--- src/pkg/uef_pkg.sv ---
// Purpose: shared constants for the usb event flag block and its controller
// Assumes: 8-bit special-function register port, 20 MHz clock
// Notes: bit positions match the status and endpoint-0 control layouts
package uef_pkg;
   // register addresses on the special-function port
   localparam logic [7:0] ADDR_STATUS = 8'he8;
   localparam logic [7:0] ADDR_ENABLE = 8'he9;
   localparam logic [7:0] ADDR_EP0 = 8'hea;
   localparam logic [7:0] ADDR_EP12 = 8'heb;
   localparam logic [7:0] RST_BYTE = 8'h00;
   // usb_event_status fields
   localparam int ST_SUSP = 7;
   localparam int ST_RSV = 6;
   localparam int ST_RST = 5;
   localparam int ST_TX0 = 4;
   localparam int ST_RX0 = 3;
   localparam int ST_TX12 = 2;
   localparam int ST_EOP = 1;
   localparam int ST_RES = 0;
   localparam int N_CLR_FLAGS = 5;
   // ep0_control fields
   localparam int C0_TOG = 7;
   localparam int C0_STALL = 6;
   localparam int C0_TXE = 5;
   localparam int C0_RXE = 4;
   localparam int C0_CNT_HI = 3;
   localparam int C0_CNT_LO = 0;
   // usb_event_enable and endpoint-1/2 control fields kept here
   localparam int EN_BUS_RESET_ENABLE = 6;
   localparam int C1_TXE = 5;
   // handshake answer codes
   localparam logic [1:0] HS_ACK = 2'h0;
   localparam logic [1:0] HS_NAK = 2'h1;
   localparam logic [1:0] HS_STALL = 2'h2;
   localparam logic [1:0] HS_DATA = 2'h3;
   // controller status values written by itself
   localparam logic [7:0] SUSP_SET_BYTE = 8'hff;
   localparam logic [7:0] SUSP_CLR_BYTE = 8'h7e;
   // timing
   localparam int CLK_HZ = 20000000;
   localparam int IDLE_MS = 3;
   localparam int IDLE_CYC = IDLE_MS * (CLK_HZ / 1000);
   localparam int POLL_CYC = 16;
   // axi4-lite map of the controller
   localparam logic [3:0] AXI_CMD = 4'h0;
   localparam logic [3:0] AXI_STAT = 4'h4;
   localparam logic [3:0] AXI_AUTO = 4'h8;
   localparam int CMD_RD = 16;
   localparam logic [1:0] RESP_OKAY = 2'h0;
   localparam logic [1:0] RESP_SLVERR = 2'h2;
endpackage

--- src/pkg/uef_sfr_if.sv ---
// Purpose: special-function register port between controller and usb block
// Assumes: one shared clock; read data valid one cycle after the strobe
// Notes: wr and rd are single-cycle strobes
`timescale 1ns/100ps
interface uef_sfr_if;
   logic [7:0] addr;
   logic [7:0] wdata;
   logic wr;
   logic rd;
   logic [7:0] rdata;
   modport dev (input addr, input wdata, input wr, input rd, output rdata);
   modport ctl (output addr, output wdata, output wr, output rd, input rdata);
endinterface

--- src/design/uef_usb_dev.sv ---
// Purpose: usb event flags, endpoint-0 control and handshake choice
// Assumes: serial engine delivers token and detection pulses on mclk_in
// Notes: all flags are sampled on mclk_in while ce_in is high; resume is set only while suspended
`timescale 1ns/100ps

module uef_usb_dev
   import uef_pkg::*;
(
   // clock, reset, enable
   input wire logic mclk_in,
   input wire logic rst_n_in,
   input wire logic ce_in,
   // register port
   uef_sfr_if.dev sfr,
   // serial engine events
   input wire logic usb_reset_det_in,
   input wire logic eop_det_in,
   input wire logic bus_activity_in,
   input wire logic setup_tok_in,
   input wire logic in_tok_in,
   input wire logic out_tok_in,
   input wire logic [3:0] tok_ep_in,
   input wire logic tx_acked_in,
   input wire logic tx_acked_ep12_in,
   input wire logic rx_acked_in,
   // handshake answer
   output logic hs_valid_out,
   output logic [1:0] hs_code_out,
   output logic data_pid1_out,
   output logic [3:0] tx_count_out,
   // power and reset
   output logic usb_clk_en_out,
   output logic suspended_out,
   output logic int_reset_out
);
   logic susp_q;
   logic rst_f_q;
   logic [N_CLR_FLAGS-1:0] flg_q;
   logic [N_CLR_FLAGS-1:0] flg_set;
   logic tog_q;
   logic stall_q;
   logic tx0_en_q;
   logic rx0_en_q;
   logic [3:0] cnt_q;
   logic bus_reset_enable_q;
   logic tx12_en_q;
   logic [7:0] rdata_q;
   logic [7:0] status_d;
   logic [7:0] ep0_d;
   logic hs_valid_q;
   logic [1:0] hs_code_q;
   logic [1:0] hs_code_d;
   logic int_rst_q;
   logic wr_st;
   logic wr_en;
   logic wr_c0;
   logic wr_c1;
   logic ep0_tok;
   logic ep12_tok;

   always_comb begin
      wr_st = 1'b0;
      wr_en = 1'b0;
      wr_c0 = 1'b0;
      wr_c1 = 1'b0;
      if (sfr.addr == ADDR_STATUS) begin
         wr_st = sfr.wr;
      end else if (sfr.addr == ADDR_ENABLE) begin
         wr_en = sfr.wr;
      end else if (sfr.addr == ADDR_EP0) begin
         wr_c0 = sfr.wr;
      end else if (sfr.addr == ADDR_EP12) begin
         wr_c1 = sfr.wr;
      end
   end

   assign ep0_tok = (tok_ep_in == 4'h0);
   assign ep12_tok = (tok_ep_in == 4'h1) || (tok_ep_in == 4'h2);

   // suspend is the one flag that software writes to either value
   always_ff @(posedge mclk_in) begin
      if (!rst_n_in) begin
         susp_q <= 1'b0;
      end else if (ce_in && wr_st) begin
         susp_q <= sfr.wdata[ST_SUSP];
      end
   end

   // stays set until system reset; software cannot write it
   always_ff @(posedge mclk_in) begin
      if (!rst_n_in) begin
         rst_f_q <= 1'b0;
      end else if (ce_in && usb_reset_det_in) begin
         rst_f_q <= 1'b1;
      end
   end

   always_ff @(posedge mclk_in) begin
      if (!rst_n_in) begin
         int_rst_q <= 1'b0;
      end else if (ce_in) begin
         int_rst_q <= usb_reset_det_in && bus_reset_enable_q;
      end
   end

   always_comb begin
      flg_set = '0;
      flg_set[ST_TX0] = tx_acked_in && !tx_acked_ep12_in;
      flg_set[ST_RX0] = rx_acked_in;
      flg_set[ST_TX12] = tx_acked_in && tx_acked_ep12_in;
      flg_set[ST_EOP] = eop_det_in;
      flg_set[ST_RES] = bus_activity_in && susp_q;
   end

   // a set in the same cycle as a clearing write wins
   genvar gi;
   generate
      for (gi = 0; gi < N_CLR_FLAGS; gi++) begin : g_flag
         always_ff @(posedge mclk_in) begin
            if (!rst_n_in) begin
               flg_q[gi] <= 1'b0;
            end else if (ce_in) begin
               if (flg_set[gi]) begin
                  flg_q[gi] <= 1'b1;
               end else if (wr_st && !sfr.wdata[gi]) begin
                  flg_q[gi] <= 1'b0;
               end
            end
         end
      end
   endgenerate

   always_ff @(posedge mclk_in) begin
      if (!rst_n_in) begin
         tog_q <= 1'b0;
         tx0_en_q <= 1'b0;
         rx0_en_q <= 1'b0;
         cnt_q <= '0;
      end else if (ce_in && wr_c0) begin
         tog_q <= sfr.wdata[C0_TOG];
         tx0_en_q <= sfr.wdata[C0_TXE];
         rx0_en_q <= sfr.wdata[C0_RXE];
         cnt_q <= sfr.wdata[C0_CNT_HI:C0_CNT_LO];
      end
   end

   // software write wins over a setup clear in the same cycle
   always_ff @(posedge mclk_in) begin
      if (!rst_n_in) begin
         stall_q <= 1'b0;
      end else if (ce_in) begin
         if (wr_c0) begin
            stall_q <= sfr.wdata[C0_STALL];
         end else if (setup_tok_in && ep0_tok) begin
            stall_q <= 1'b0;
         end
      end
   end

   always_ff @(posedge mclk_in) begin
      if (!rst_n_in) begin
         bus_reset_enable_q <= 1'b0;
         tx12_en_q <= 1'b0;
      end else if (ce_in) begin
         if (wr_en) begin
            bus_reset_enable_q <= sfr.wdata[EN_BUS_RESET_ENABLE];
         end
         if (wr_c1) begin
            tx12_en_q <= sfr.wdata[C1_TXE];
         end
      end
   end

   always_comb begin
      status_d = RST_BYTE;
      status_d[ST_SUSP] = susp_q;
      status_d[ST_RSV] = 1'b0;
      status_d[ST_RST] = rst_f_q;
      status_d[N_CLR_FLAGS-1:0] = flg_q;
      ep0_d = {tog_q, stall_q, tx0_en_q, rx0_en_q, cnt_q};
   end

   always_ff @(posedge mclk_in) begin
      if (!rst_n_in) begin
         rdata_q <= RST_BYTE;
      end else if (ce_in && sfr.rd) begin
         if (sfr.addr == ADDR_STATUS) begin
            rdata_q <= status_d;
         end else if (sfr.addr == ADDR_ENABLE) begin
            rdata_q <= {1'b0, bus_reset_enable_q, 6'h00};
         end else if (sfr.addr == ADDR_EP0) begin
            rdata_q <= ep0_d;
         end else if (sfr.addr == ADDR_EP12) begin
            rdata_q <= {2'h0, tx12_en_q, 5'h00};
         end else begin
            rdata_q <= RST_BYTE;
         end
      end
   end

   // stall outranks nak; tokens to other endpoints get no answer here
   always_comb begin
      hs_code_d = HS_NAK;
      if (in_tok_in && ep0_tok) begin
         if (stall_q) begin
            hs_code_d = HS_STALL;
         end else if (!tx0_en_q || flg_q[ST_TX0]) begin
            hs_code_d = HS_NAK;
         end else begin
            hs_code_d = HS_DATA;
         end
      end else if (out_tok_in && ep0_tok) begin
         if (stall_q) begin
            hs_code_d = HS_STALL;
         end else if (!rx0_en_q || flg_q[ST_RX0]) begin
            hs_code_d = HS_NAK;
         end else begin
            hs_code_d = HS_ACK;
         end
      end else if (in_tok_in && ep12_tok) begin
         if (!tx12_en_q || flg_q[ST_TX12]) begin
            hs_code_d = HS_NAK;
         end else begin
            hs_code_d = HS_DATA;
         end
      end
   end

   always_ff @(posedge mclk_in) begin
      if (!rst_n_in) begin
         hs_valid_q <= 1'b0;
         hs_code_q <= HS_NAK;
      end else if (ce_in) begin
         hs_valid_q <= (in_tok_in && (ep0_tok || ep12_tok))
            || (out_tok_in && ep0_tok);
         hs_code_q <= hs_code_d;
      end
   end

   assign sfr.rdata = rdata_q;
   assign hs_valid_out = hs_valid_q;
   assign hs_code_out = hs_code_q;
   assign data_pid1_out = tog_q;
   assign tx_count_out = cnt_q;
   assign usb_clk_en_out = !susp_q;
   assign suspended_out = susp_q;
   assign int_reset_out = int_rst_q;
endmodule

--- src/flat_wrapper.sv ---
// flat-port wrapper written by rule: the top's interface ports become plain ports
module uef_usb_dev_flat import uef_pkg::*;
  (mclk_in, rst_n_in, ce_in, usb_reset_det_in, eop_det_in, bus_activity_in, setup_tok_in, in_tok_in, out_tok_in, tok_ep_in, tx_acked_in, tx_acked_ep12_in, rx_acked_in, hs_valid_out, hs_code_out, data_pid1_out, tx_count_out, usb_clk_en_out, suspended_out, int_reset_out, sfr_addr, sfr_wdata, sfr_wr, sfr_rd, sfr_rdata);
  uef_sfr_if sfr_i ();
  input wire logic mclk_in;
  input wire logic rst_n_in;
  input wire logic ce_in;
  input wire logic usb_reset_det_in;
  input wire logic eop_det_in;
  input wire logic bus_activity_in;
  input wire logic setup_tok_in;
  input wire logic in_tok_in;
  input wire logic out_tok_in;
  input wire logic [3:0] tok_ep_in;
  input wire logic tx_acked_in;
  input wire logic tx_acked_ep12_in;
  input wire logic rx_acked_in;
  output logic hs_valid_out;
  output logic [1:0] hs_code_out;
  output logic data_pid1_out;
  output logic [3:0] tx_count_out;
  output logic usb_clk_en_out;
  output logic suspended_out;
  output logic int_reset_out;
  input wire logic [$bits(sfr_i.addr)-1:0] sfr_addr;
  input wire logic [$bits(sfr_i.wdata)-1:0] sfr_wdata;
  input wire logic [$bits(sfr_i.wr)-1:0] sfr_wr;
  input wire logic [$bits(sfr_i.rd)-1:0] sfr_rd;
  output wire logic [$bits(sfr_i.rdata)-1:0] sfr_rdata;
  assign sfr_i.addr = sfr_addr;
  assign sfr_i.wdata = sfr_wdata;
  assign sfr_i.wr = sfr_wr;
  assign sfr_i.rd = sfr_rd;
  assign sfr_rdata = sfr_i.rdata;
  uef_usb_dev u_core (.mclk_in(mclk_in), .rst_n_in(rst_n_in), .ce_in(ce_in), .sfr(sfr_i), .usb_reset_det_in(usb_reset_det_in), .eop_det_in(eop_det_in), .bus_activity_in(bus_activity_in), .setup_tok_in(setup_tok_in), .in_tok_in(in_tok_in), .out_tok_in(out_tok_in), .tok_ep_in(tok_ep_in), .tx_acked_in(tx_acked_in), .tx_acked_ep12_in(tx_acked_ep12_in), .rx_acked_in(rx_acked_in), .hs_valid_out(hs_valid_out), .hs_code_out(hs_code_out), .data_pid1_out(data_pid1_out), .tx_count_out(tx_count_out), .usb_clk_en_out(usb_clk_en_out), .suspended_out(suspended_out), .int_reset_out(int_reset_out));
endmodule
--- config.mk ---
export PLATFORM = sky130hd
export DESIGN_NAME = uef_usb_dev_flat
export DESIGN_NICKNAME = d
export VERILOG_FILES = /design/src/pkg/uef_pkg.sv /design/src/pkg/uef_sfr_if.sv /design/src/design/uef_usb_dev.sv /design/src/flat_wrapper.sv
export SDC_FILE = /design/constraint.sdc
export NUM_CORES = 1
export LEC_CHECK = 0
export ABC_AREA = 1
export ABC_CLOCK_PERIOD_IN_PS = 1200
export BUFFER_PORTS_ARGS = -buffer_cell sky130_fd_sc_hd__buf_2
export CORE_ASPECT_RATIO = 0.6
export CORE_MARGIN = 2
export CORE_UTILIZATION = 25
export DETAILED_ROUTE_END_ITERATION = 6
export PLACE_DENSITY = 0.53
export SYNTH_ARGS = -nofsm -noshare
export SYNTH_HDL_FRONTEND = slang
export SYNTH_SLANG_ARGS = --single-unit
--- constraint.sdc ---
create_clock -name mclk_in -period 1.2 [get_ports mclk_in]
set_input_delay 0.06 -clock mclk_in [delete_from_list [all_inputs] [get_ports mclk_in]]
set_output_delay 0.06 -clock mclk_in [all_outputs]
set_load 0.02 [all_outputs]
==> results.sh <==
export IMPL_initial_utilization_pct=25.7
export IMPL_crit_chain="inv_1 -> buf_2"
export IMPL_yosys_area_top_type_share_pct=40.7
export IMPL_syn_area_sq_um=1430
export IMPL_intPower_mw=1.61
export IMPL_status="completed"
export IMPL_antenna_found_initial=0
export IMPL_vdd_drop_max_v=0.000427
export IMPL_hpwl_um=3440
export IMPL_clock_path_buffers=2
export IMPL_die_y_um=62.5
export IMPL_synthCells=208
export IMPL_io_pins=53
export IMPL_rr_endpoint="u_core.hs_code_out[0]$_SDFFE_PN1P_"
export IMPL_path_class="flop to primary output"
export IMPL_synth_nets=242
export IMPL_areaGrowthSynthToFinish_pct=34.3
export IMPL_p_sw_share_pct=26.2
export IMPL_power_density_nw_per_um2=1140
export IMPL_viasPerCell=4.30
export IMPL_r2r_cells=6
export IMPL_cts_buffers=5
export IMPL_synth_area_leaders="dfxtp_1 (41%), nor2_1 (11%), o21ai_0 (8.8%), nand2_1 (8.2%), nand3_1 (7.0%)"
export IMPL_worstReg2RegStart="u_core.flg_q[3]$_SDFFE_PN0P_"
export IMPL_layout_nets=303
export IMPL_drt_iter0_markers=80
export IMPL_critical_path_slowest_cell="dfxtp_1"
export IMPL_multiInputGateArea_sq_um=717
export IMPL_setup_slack_ns=0.201
export IMPL_min_path_type="input port to flop"
export IMPL_cts_setup_buffers=0
export IMPL_num_antenna_cells=0
export IMPL_crit_required_ns=1.14
export IMPL_finalMaxSlewViolations=0
export IMPL_synth_top_area_cell="dfxtp_1"
export IMPL_cts_sinks=29
export IMPL_pwr_share_comb_pct=12.1
export IMPL_yosysSeqAreaShare_pct=40.7
export IMPL_cts_tree="done"
export IMPL_finClkSkew_ns=0.00301
export IMPL_setup_viol=0
export IMPL_ys_async_sr_fraction_pct=0
export IMPL_grt_pass1_wl_um=7210
export IMPL_hold_path_endpoint="u_core.tx_count_out[0]$_SDFFE_PN0P_"
export IMPL_ys_ff_latch=29
export IMPL_synth_edff_count=0
export IMPL_ctsHtreeMaxLevel=2
export IMPL_clk_pin_slew_ns=0.07
export IMPL_synth_warnings=0
export IMPL_coreArea_sq_um=5540
export IMPL_synth_ff_type="dfxtp_1"
export IMPL_hold_start="sfr_wdata[0]"
export IMPL_reg2reg_slack_ns=0.25
export IMPL_period_share_pct=83.3
export IMPL_cpLargestDelayFamily="flip-flops"
export IMPL_power_frac_seq_pct=46.1
export IMPL_fill_cells=621
export IMPL_io_buffers=52
export IMPL_wl_um=4390
export IMPL_drive_above_1_share_pct=28.5
export IMPL_hold_viol=0
export IMPL_cap_violations=0
export IMPL_arrival_ns=0.94
export IMPL_synth_most_common_cell="nor2_1"
export IMPL_grt_max_degree=16
export IMPL_p_clk_share_pct=41.9
export IMPL_whs_path_depth=3
export IMPL_crit_buf_inv=2
export IMPL_cts_root_buf="clkbuf_8"
export IMPL_drc=0
export IMPL_tightestPinTransition_ns=0.448
export IMPL_rsz0062_at_grt="no"
export IMPL_wire_per_inst_um=12.6
export IMPL_netlist_cell_type_count=23
export IMPL_post_place_ws_ns=0.0172
export IMPL_relSlewSlack_pct=70.1
export IMPL_dr_total_vias=1504
export IMPL_path_max_fanout=3
export IMPL_grt_pass1_vias=1478
export IMPL_overflow=0
export IMPL_drtAntennaViolNets=0
export IMPL_synth_commonest_cells="nor2_1 (41), nand2_1 (31), dfxtp_1 (29)"
export IMPL_cp_end_kind="primary output"
export IMPL_die_area_sq_um=6350
export IMPL_insertion_delay_ns=0.28
export IMPL_max_freq_mhz=1000
export IMPL_num_rows=21
export IMPL_critPathLaunchType="flop"
export IMPL_p_leak_nw=0.942
export IMPL_p_switching_mw=0.574
export IMPL_layout_area_seq_sq_um=581
export IMPL_grtUsageTotal_pct=14.6
export IMPL_postCtsHoldBufs=0
export IMPL_fp_dieW_um=102
export IMPL_firstDrtPassIters=4
export IMPL_cpPeakStageDelay_ns=0.40
export IMPL_cts_resized=0
export IMPL_tns_ns=0
export IMPL_avgSynthCellArea_sq_um=6.86
export IMPL_gp_congestion=0.762
export IMPL_fin_crit_ns=0.999
area by class of cell:
cell class | instances | share of cell area (%)
tap | 80 | 5.23
clock buffer | 7 | 5.03
multi-input combinational | 147 | 37.4
clock inverter | 1 | 0.261
inverter | 27 | 5.42
timing repair buffer | 59 | 16.3
sequential | 29 | 30.3
sequential cells by signal (all words and copies together), names as in the netlist, 2 cells and up:
name                 count
u_core.flg_q             5
u_core.hs_code_out       2
u_core.sfr.rdata         8
u_core.tx_count_out      4
worst reg2reg max path: cells and delay by family, from the launching register on:
family	cells	cell delay (ns)
and+or+nand+nor	5	0.32
AOI/OAI and AO/OA	1	0.16
DFF	1	0.35
placed cells by master (no fill, tap or decap), types with 2 or more instances in the layout:
| cell type | synthesis | final |
|---|---|---|
| a21oi_1 | 13 | 13 |
| buf_2 | 1 | 52 |
| buf_4 | 1 | 7 |
| clkbuf_8 | 0 | 7 |
| dfxtp_1 | 29 | 29 |
| inv_1 | 25 | 25 |
| nand2_1 | 31 | 31 |
| nand2_4 | 2 | 2 |
| nand3_1 | 20 | 20 |
| nor2_1 | 41 | 41 |
| nor2_4 | 3 | 3 |
| o211ai_1 | 5 | 5 |
| o21ai_0 | 25 | 25 |
logic make-up (layout without fill, tap and decap cells):
group | after synthesis | after routing | synth area share [%]
buf+inv | 32 | 94 | 9.03
compound gates | 44 | 44 | 16.8
simple gates | 103 | 103 | 33.5
flops | 29 | 29 | 40.7
worst max-delay path by stage:
stage	startpoint	to	slack, ns	cells past startpoint
4_1_cts	u_core.suspended_out$_SDFFE_PN0P_	usb_clk_en_out	0.18	2
6_report	u_core.suspended_out$_SDFFE_PN0P_	usb_clk_en_out	0.20	2
3_5_place_dp	sfr_addr[2]	u_core.flg_q[4]$_SDFFE_PN0P_	0.02	7
5_1_grt	u_core.suspended_out$_SDFFE_PN0P_	usb_clk_en_out	0.13	2
3_3_place_gp	sfr_addr[2]	u_core.flg_q[4]$_SDFFE_PN0P_	0.03	7
2_1_floorplan	u_core.suspended_out$_SDFFE_PN0P_	u_core.sfr.rdata[7]$_SDFFE_PN0P_	0.24	4
power by group through the flow:
stage	registers (mW)	logic, mW	clock network, mW
3_5_place_dp	1.03	0.266	0
4_1_cts	1.01	0.267	0.939
5_1_grt	1.01	0.298	0.992
2_1_floorplan	1.05	0.116	0
6_report	1.01	0.264	0.915
3_3_place_gp	1.03	0.265	0
metal layers:
metal | track usage [%] | share of wire (%) | up-vias
met3 | 4.47 | 6.8 | 0
met1 | 22.5 | 55 | 661
met5 | 0 | 0 | -
li1 | - | - | 799
met2 | 19.5 | 38 | 44
met4 | 3.04 | 0 | 0
through the flow:
step / hold WS, ns / utilization (%) / area (sq um) / std cells / power [mW]
final: 0.0167 / 34.6 / 1920 / 350 / 2.19
after global routing: 0.0341 / 34.6 / 1920 / 350 / 2.30
after CTS: 0.0102 / 34.6 / 1920 / 350 / 2.21
after detailed placement: 0.310 / 32.7 / 1810 / 342 / 1.30
after global placement: 0.310 / 32.7 / 1810 / 342 / 1.29
after floorplan: 0.195 / - / 1430 / 208 / 1.17
Note: power is estimated with default switching activity, not from simulation.
